## config.mk

```make
export PLATFORM = sky130hd
export DESIGN_NAME = rpcc_top
export DESIGN_NICKNAME = d
export VERILOG_FILES = /design/src/rtl/rpcc_pkg.sv /design/src/rtl/rpcc_clock_select.sv /design/src/rtl/rpcc_top.sv
export SDC_FILE = /design/constraint.sdc
export NUM_CORES = 2
export LEC_CHECK = 0
export BUFFER_PORTS_ARGS = -buffer_cell sky130_fd_sc_hd__buf_2
export CORE_ASPECT_RATIO = 0.9
export CORE_MARGIN = 2
export CORE_UTILIZATION = 57
export CTS_CLUSTER_DIAMETER = 80
export DETAILED_ROUTE_END_ITERATION = 6
export GPL_TIMING_DRIVEN = 0
export PLACE_DENSITY_LB_ADDON = 0.08
export SLEW_MARGIN = 0
export SYNTH_ARGS = -nofsm -noshare
export SYNTH_HDL_FRONTEND = slang
export SYNTH_SLANG_ARGS = --single-unit
```

## constraint.sdc

```tcl
create_clock -name mclk -period 20.1 [get_ports mclk]
set_clock_uncertainty 0.2 [all_clocks]
set_input_delay 1.005 -clock mclk [delete_from_list [all_inputs] [get_ports mclk]]
set_output_delay 1.005 -clock mclk [all_outputs]
set_load 0.01 [all_outputs]
```

## src/rtl/rpcc_pkg.sv

```systemverilog
// constants and types shared by the record/playback cycle control block
package rpcc_pkg;

  // ----------------------------------------
  // clock and timing
  // ----------------------------------------
  localparam int CLK_HZ = 20_000_000;
  localparam int CLK_PERIOD_NS = 50;
  // on-chip oscillator, before the divide by two
  localparam int INT_OSC_HZ = 1_024_000;
  // shortest period, so rounded down
  localparam int INT_TICK_CYC = CLK_HZ / (INT_OSC_HZ / 2);
  // external input held low this long means it is unused
  localparam int EXT_IDLE_NS = 10_000;
  localparam int EXT_IDLE_CYC = (EXT_IDLE_NS + CLK_PERIOD_NS - 1) / CLK_PERIOD_NS;
  // least low time of the end-of-message and memory-full pulses
  localparam int EOM_PULSE_NS = 12_500;
  localparam int EOM_PULSE_CYC = (EOM_PULSE_NS + CLK_PERIOD_NS - 1) / CLK_PERIOD_NS;
  localparam int FULL_PULSE_NS = 12_500;
  localparam int FULL_PULSE_CYC = (FULL_PULSE_NS + CLK_PERIOD_NS - 1) / CLK_PERIOD_NS;

  // ----------------------------------------
  // array geometry
  // ----------------------------------------
  localparam int ADDR_W = 10;
  localparam int TICKS_PER_ROW = 64;

  // ----------------------------------------
  // cycle states
  // ----------------------------------------
  typedef enum logic [1:0] {
    ST_IDLE = 2'b00,
    ST_REC = 2'b01,
    ST_PLAY = 2'b10,
    ST_FULL = 2'b11
  } rpcc_state_e;

endpackage

```

## src/rtl/rpcc_clock_select.sv

```systemverilog
// sampling tick source: external clock halved, or on-chip oscillator
`timescale 1ns/1ps
module rpcc_clock_select #(
  parameter int INT_CYC = rpcc_pkg::INT_TICK_CYC,
  parameter int IDLE_CYC = rpcc_pkg::EXT_IDLE_CYC
) (
  input wire logic mclk,
  input wire logic srst,
  input wire logic extSampleClock,
  output logic sampleTick,
  output logic extSelected
);

  localparam int IW = $clog2(INT_CYC + 1);
  localparam int DW = $clog2(IDLE_CYC + 1);

  if (INT_CYC < 2 || IDLE_CYC < 2) begin : g_chk
    $error("rpcc_clock_select: counts too small");
  end

  logic s1, s2, s3, extLevel, extPrev, halfPhase;
  logic [IW-1:0] intCnt;
  logic [DW-1:0] idleCnt;

  // ----------------------------------------
  // synchroniser, change taken when stages two and three agree
  // ----------------------------------------
  wire extRise = extLevel & ~extPrev;
  wire intWrap = (intCnt == IW'(INT_CYC - 1));
  wire idleDone = (idleCnt == DW'(IDLE_CYC));
  // halving means the pin duty cycle never reaches the sampler
  wire extTick = extRise & halfPhase;
  // a grounded pin falls back to the trimmed oscillator
  wire next_sampleTick = extSelected ? extTick : intWrap;

  always_ff @(posedge mclk) begin
    s1 <= extSampleClock;
    s2 <= s1;
    s3 <= s2;
    if (srst) begin
      extLevel <= 1'b0;
      extPrev <= 1'b0;
      halfPhase <= 1'b0;
      intCnt <= '0;
      idleCnt <= '0;
      extSelected <= 1'b0;
      sampleTick <= 1'b0;
    end else begin
      if (s2 == s3) begin
        extLevel <= s3;
      end
      extPrev <= extLevel;
      if (extRise) begin
        halfPhase <= ~halfPhase;
      end
      intCnt <= intWrap ? '0 : intCnt + IW'(1);
      if (extLevel) begin
        idleCnt <= '0;
      end else if (!idleDone) begin
        idleCnt <= idleCnt + DW'(1);
      end
      if (extRise) begin
        extSelected <= 1'b1;
      end else if (idleDone) begin
        extSelected <= 1'b0;
      end
      sampleTick <= next_sampleTick;
    end
  end

endmodule

```

## src/rtl/rpcc_top.sv

```systemverilog
// record/playback cycle control: pin capture, pointer, end markers, flags
`timescale 1ns/1ps
module rpcc_top #(
  parameter int ADDR_W = rpcc_pkg::ADDR_W,
  parameter int TICKS_PER_ROW = rpcc_pkg::TICKS_PER_ROW,
  parameter int EOM_CYC = rpcc_pkg::EOM_PULSE_CYC,
  parameter int FULL_CYC = rpcc_pkg::FULL_PULSE_CYC
) (
  input wire logic mclk,
  input wire logic srst,
  input wire logic extSampleClock,
  input wire logic deviceSelectN,
  input wire logic playRecord,
  input wire logic standbyRequest,
  input wire logic [ADDR_W-1:0] addrPins,
  input wire logic modePassEom,
  output logic messageEndMarkerN,
  output logic memoryFullN,
  output logic recordActive,
  output logic playActive,
  output logic markerWrite,
  output logic [ADDR_W-1:0] addrPointer
);

  localparam int ROWS = 1 << ADDR_W;
  localparam int TW = $clog2(TICKS_PER_ROW + 1);
  localparam int EW = $clog2(EOM_CYC + 1);
  localparam int FW = $clog2(FULL_CYC + 1);
  localparam int SW = ADDR_W + 4;

  if (ADDR_W < 3 || TICKS_PER_ROW < 1 || EOM_CYC < 1 || FULL_CYC < 1) begin : g_chk
    $error("rpcc_top: parameter out of range");
  end

  // ----------------------------------------
  // pin synchronisers
  // ----------------------------------------
  wire [SW-1:0] pinRaw = {deviceSelectN, playRecord, standbyRequest, modePassEom, addrPins};
  logic [SW-1:0] syn1, syn2, syn3, pinF;

  for (genvar i = 0; i < SW; i++) begin : g_sync
    always_ff @(posedge mclk) begin
      syn1[i] <= pinRaw[i];
      syn2[i] <= syn1[i];
      syn3[i] <= syn2[i];
      if (srst) begin
        pinF[i] <= (i == SW - 1) ? 1'b1 : 1'b0;
      end else if (syn2[i] == syn3[i]) begin
        pinF[i] <= syn3[i];
      end
    end
  end

  wire selN = pinF[SW-1];
  wire dirPlay = pinF[SW-2];
  wire standby = pinF[SW-3];
  // the mode pin is a pin like the others, so it is filtered too
  wire modePass = pinF[SW-4];
  wire [ADDR_W-1:0] addrF = pinF[ADDR_W-1:0];

  // ----------------------------------------
  // sampling tick
  // ----------------------------------------
  logic sampleTick;

  rpcc_clock_select u_clk (
    .mclk(mclk),
    .srst(srst),
    .extSampleClock(extSampleClock),
    .sampleTick(sampleTick),
    .extSelected()
  );

  // ----------------------------------------
  // state
  // ----------------------------------------
  rpcc_pkg::rpcc_state_e state, next_state;
  logic selPrev;
  logic directMode;
  logic [TW-1:0] tickCnt;
  logic [EW-1:0] eomCnt;
  logic [FW-1:0] fullCnt;
  // one end marker per row; cleared as the row is recorded over
  logic markerMem [ROWS];

  // shared by overflow detection and pointer stepping
  function automatic logic is_running(input rpcc_pkg::rpcc_state_e s);
    return (s == rpcc_pkg::ST_REC) || (s == rpcc_pkg::ST_PLAY);
  endfunction

  wire selFall = selPrev & ~selN;
  // falling select only starts a cycle from idle
  wire startCycle = selFall & ~standby & (state == rpcc_pkg::ST_IDLE);
  wire rowStep = sampleTick & (tickCnt == TW'(TICKS_PER_ROW - 1));
  wire atLastRow = (addrPointer == {ADDR_W{1'b1}});
  wire markerHere = markerMem[addrPointer];
  wire inRec = (state == rpcc_pkg::ST_REC);
  wire inPlay = (state == rpcc_pkg::ST_PLAY);
  wire running = is_running(state);
  // record is level-held: either pin going high ends it
  wire recStop = inRec & (standby | selN);
  wire passMarker = (directMode & ~selN) | modePass;
  wire playEnd = inPlay & rowStep & markerHere & ~passMarker;
  wire overflow = running & rowStep & atLastRow & ~recStop & ~playEnd;
  wire modeAddr = addrF[ADDR_W-1] & addrF[ADDR_W-2];

  always_comb begin
    next_state = state;
    unique case (state)
      rpcc_pkg::ST_IDLE: begin
        if (startCycle) begin
          next_state = dirPlay ? rpcc_pkg::ST_PLAY : rpcc_pkg::ST_REC;
        end
      end
      rpcc_pkg::ST_REC: begin
        if (recStop) begin
          next_state = rpcc_pkg::ST_IDLE;
        end else if (overflow) begin
          next_state = rpcc_pkg::ST_FULL;
        end
      end
      rpcc_pkg::ST_PLAY: begin
        if (standby || playEnd) begin
          next_state = rpcc_pkg::ST_IDLE;
        end else if (overflow) begin
          next_state = rpcc_pkg::ST_FULL;
        end
      end
      rpcc_pkg::ST_FULL: begin
        // only the standby request leaves the full condition
        if (standby) begin
          next_state = rpcc_pkg::ST_IDLE;
        end
      end
    endcase
  end

  always_ff @(posedge mclk) begin
    if (srst) begin
      state <= rpcc_pkg::ST_IDLE;
      selPrev <= 1'b1;
    end else begin
      state <= next_state;
      selPrev <= selN;
    end
  end

  // ----------------------------------------
  // start capture and row pointer
  // ----------------------------------------
  always_ff @(posedge mclk) begin
    if (srst) begin
      directMode <= 1'b1;
      addrPointer <= '0;
      tickCnt <= '0;
    end else begin
      if (startCycle) begin
        // start address and addressing mode latched here only, later changes are ignored
        addrPointer <= addrF;
        directMode <= ~modeAddr;
        tickCnt <= '0;
      end else if (standby) begin
        addrPointer <= '0;
        tickCnt <= '0;
      end else if (running && sampleTick) begin
        tickCnt <= rowStep ? '0 : tickCnt + TW'(1);
        if (rowStep && !atLastRow && !recStop && !playEnd) begin
          addrPointer <= addrPointer + ADDR_W'(1);
        end
      end
    end
  end

  // ----------------------------------------
  // end markers
  // ----------------------------------------
  // no reset: the array stands for non-volatile storage
  always_ff @(posedge mclk) begin
    if (recStop) begin
      markerMem[addrPointer] <= 1'b1;
    end else if (inRec && rowStep) begin
      markerMem[addrPointer] <= 1'b0;
    end
  end

  // ----------------------------------------
  // output pulses and status
  // ----------------------------------------
  always_ff @(posedge mclk) begin
    if (srst) begin
      eomCnt <= '0;
      messageEndMarkerN <= 1'b1;
    end else begin
      if (playEnd) begin
        eomCnt <= EW'(EOM_CYC);
      end else if (eomCnt != '0) begin
        eomCnt <= eomCnt - EW'(1);
      end
      messageEndMarkerN <= ~(playEnd | (eomCnt > EW'(1)));
    end
  end

  always_ff @(posedge mclk) begin
    if (srst) begin
      fullCnt <= '0;
      memoryFullN <= 1'b1;
    end else begin
      if (overflow) begin
        fullCnt <= FW'(FULL_CYC);
      end else if (fullCnt != '0) begin
        fullCnt <= fullCnt - FW'(1);
      end
      // after the pulse the flag mirrors select, for cascading
      if (overflow || fullCnt > FW'(1)) begin
        memoryFullN <= 1'b0;
      end else if (next_state == rpcc_pkg::ST_FULL) begin
        memoryFullN <= selN;
      end else begin
        memoryFullN <= 1'b1;
      end
    end
  end

  always_ff @(posedge mclk) begin
    if (srst) begin
      recordActive <= 1'b0;
      playActive <= 1'b0;
      markerWrite <= 1'b0;
    end else begin
      recordActive <= (next_state == rpcc_pkg::ST_REC);
      playActive <= (next_state == rpcc_pkg::ST_PLAY);
      markerWrite <= recStop;
    end
  end

endmodule

```

==> results by group <==
Outcome
  • Status: finished with violations
  • Failing checks: DRC, capacitance limit, slew limit

Timing
  • Tmin final: 6.855 ns
  • Hold_ws: 0.1240 ns
  • Worst rel slew slack: -2.153%
  • Worst slew pin tran: 1.527 ns
  • PnR worst setup slack: around 13 ns
  • Setup TNS: 0 ns
  • RSZ-0062 raised after global routing: no
  • Fmax achieved: roughly 150 MHz
  • Slew Limit Fails: 24
  • Setup violators final: 0
  • Fin crit share: 34.10%
  • Final hold viol count: 0

Detailed routing
  • Via/cell ratio: around 6.7
  • Final WL: 171.2 mm
  • 1st-pass router iterations: 7
  • Post-route ant nets: 0
  • First DRT Iteration DRCs: ~6300
  • DRC: 1
  • DR vias: between 30000 and 40000
  • WL/cell: approximately 34 um

Die
  • Die width: 313.5 um
  • Die footprint: 88580 sq um
  • Core Footprint: 85760 sq um
  • Row count: 102
  • Die Height: approximately 280 um
  • Initial Util: between 50% and 60%
  • I/O Pins: 32

Power
  • Clock power frac: between 40% and 50%
  • Sw Ratio: about a quarter
  • VDD IR max: around 0.077 mV
  • LEAKAGE: ~19 nW
  • Switch Pwr: approximately 0.0012 W
  • Sequential power share: 50.9%
  • Internal power: 0.003919 W
  • Pwr dens: ~94 nW/um^2
  • Combinational Power Share: between 8 and 9%

Clock network
  • Sink Count: ~1200
  • Cts hold-fix bufs: 0
  • Setup bufs post-CTS: 0
  • Post-CTS resize count: 0
  • Worst-Skew Late Latency: roughly 0.72 ns
  • CTS tree: done
  • Cts bufs inserted: between 100 and 150
  • CTS H-tree lvls: 3
  • Root Driver: clkbuf_16
  • Clock slew at reported path FFs: about 0.070 ns
  • Clk buf depth: 3

Placed design
  • Port-buffer cells: 31
  • Dpl ws: 13.12 ns
  • Routability cong.: approximately 0.99
  • DP HPWL: approximately 110 mm

Global routing
  • First-pass GRT wire length: 234.5 mm
  • Grt total ovfl: 0
  • GR Util All Layers: between 30% and 40%
  • Initial antenna violation count: 6
  • Vias in the first global route: 31854
  • Largest net degree at the start of global routing: between 100 and 150

Synthesis
  • Mapped Area: ~50000 sq um
  • Synth Area in XOR/XNOR: 0.5882%
  • Post-synthesis cell type count: 70
  • Synth Area in Simple Gates: between 10% and 20%
  • #FFs+latches synth: between 1000 and 1500
  • Syn nets: 3622
  • Post-synthesis mux area share: 12.43%
  • Yosys Warn Count: 0
  • Largest family of logic cells by synthesized area: multiplexers
  • Synth Instances: approximately 3600
  • Register area share after synthesis: 67.87%
  • Syn Area/Cell: approximately 14 sq um
  • Async SR Flop Fraction: 0%
  • Post-Synth Adder-Cell Area: less than 1%
  • Top_reg_cell synth: edfxtp_1
  • Post-synth EDFFs: between 1000 and 1500
  • Synth Area in Compound Gates: ~3.6%

Critical path
  • Critical Path AT: about 7.2 ns
  • CP max FO: 10
  • Setup crit end kind: flip-flop
  • CP Class: reg -> reg
  • Worst setup SP type: flip-flop
  • Worst EP required: 20.48 ns

Final layout
  • Most frequent cells in the layout: nor2_1, edfxtp_1, clkbuf_1
  • FF/Latch Area: between 30000 and 40000 sq um
  • Multi-input gate area in the final layout: about 14000 sq um
  • Layout area overhead: 11.47%
  • Commonest non-fill, non-tap cell in the layout: nor2_1
  • Fraction of layout cells with a size suffix above 1: approximately 14%
  • Fillers: 6558
  • Net count, final: around 3800

Min path
  • Hold_sp: syn1[8]$_DFF_P_
  • Worst Hold Class: reg -> reg

Run
  • Max-cap violation count: 5
-- worst paths after layout --
check | slack (ns) | cells after the start | endpoint
min | 0.12 | 0 | syn2[8]$_DFF_P_
min reg2reg | 0.12 | 0 | syn2[8]$_DFF_P_
max | 13.25 | 13 | memoryFullN$_SDFF_PP1_
max reg2reg | 13.25 | 13 | memoryFullN$_SDFF_PP1_
-- logic make-up (layout without fill, tap and decap cells) --
kind of cell,count (synthesis),after routing
flops,1154,1154
xor+xnor,33,33
compound gates,256,256
fa+ha+maj,20,20
mux,348,348
simple gates,1438,1438
other cells,0,4
buf+inv,336,593
-- area by class of cell --
cell class | instances | share of cell area [%]
multi-input combinational | 2095 | 26.14
sequential | 1154 | 60.89
clock buffer | 153 | 5.784
antenna | 4 | 0.01827
clock inverter | 56 | 0.8657
inverter | 25 | 0.1713
tap | 1144 | 2.613
buffer | 311 | 2.595
timing repair buffer | 48 | 0.9274
-- synth_stat cells, drive strengths merged, types with 4 or more instances --
cell     instances  share of area [%]
a22oi           59               0.90
nand2b          11               0.14
xnor2           19               0.34
inv             25               0.19
o2111ai          5              0.089
a311oi           9               0.16
a2111oi          7               0.20
buf             83                1.1
nand2          156                1.2
o22ai            9               0.11
o41ai            4              0.071
nor2b           16               0.20
o31ai            5              0.076
ha              20               0.51
nand4            8               0.10
a31oi            9               0.11
and4b            4              0.081
xor2            14               0.25
edfxtp        1024                 63
clkbuf         228                1.7
o221ai           4              0.071
nor3            43               0.45
a221oi           7               0.12
nor2          1083                8.3
nand3           51               0.52
mux4           209                9.6
a211oi          12               0.18
and3            20               0.25
dfxtp          130                5.3
mux2i          130                2.6
mux2             9               0.21
nor4            10               0.15
o21ai           44               0.45
a21oi           52               0.54
or3              4              0.051
and2            14               0.18
o211ai          10               0.16
-- flip-flops by register name, summed over array words and instances (netlist names), 2 cells and up, named ones only --
| signal | cells |
|---|---|
| u_clk.intCnt | 6 |
| eomCnt | 8 |
| syn1 | 14 |
| markerMem | 1024 |
| syn3 | 14 |
| tickCnt | 7 |
| syn2 | 14 |
| addrF | 10 |
| state | 2 |
| u_clk.idleCnt | 8 |
| fullCnt | 8 |
| addrPointer | 10 |
-- metrics by stage --
step / area [sq um] / utilization (%) / std cells / power (W)
floorplan: 49140 / - / 3585 / 0.002893
global placement: 50730 / 59.15 / 4760 / 0.003056
global route: 54770 / 63.86 / 4986 / 0.005248
detailed placement: 51120 / 59.60 / 4776 / 0.003069
CTS: 54760 / 63.85 / 4985 / 0.005128
finish: 54780 / 63.87 / 4990 / 0.005155
-- critical path, stage by stage (launching register included) --
cell,delay (ns)
dfxtp_1,0.43
buf_2,0.36
buf_4,0.40
buf_2,0.60
buf_2,0.78
nand2_1,0.59
o22ai_1,0.50
a211oi_1,0.17
nor4_1,0.66
nor4b_1,0.19
a2111oi_4,0.76
a21oi_2,0.27
o31a_1,0.41
o32a_1,0.36
-- per-layer routing --
metal | share of wire [%] | GRT usage, % | vias up
li1 | - | - | 13405
met1 | 35 | 51.70 | 16922
met2 | 44 | 57.98 | 2646
met3 | 15 | 12.59 | 554
met4 | 5.8 | 19.20 | 6
met5 | 0.071 | 0.8117 | -
-- power by group through the flow --
stage	Clock, W	Sequential, W	Combinational [W]
2_1_floorplan	0	0.00267	0.000225
3_3_place_gp	0	0.00267	0.000384
3_5_place_dp	0	0.00267	0.000395
4_1_cts	0.00211	0.00262	0.000396
5_1_grt	0.00220	0.00263	0.000423
6_report	0.00212	0.00262	0.000415
Power figures use the tool's default switching activity.
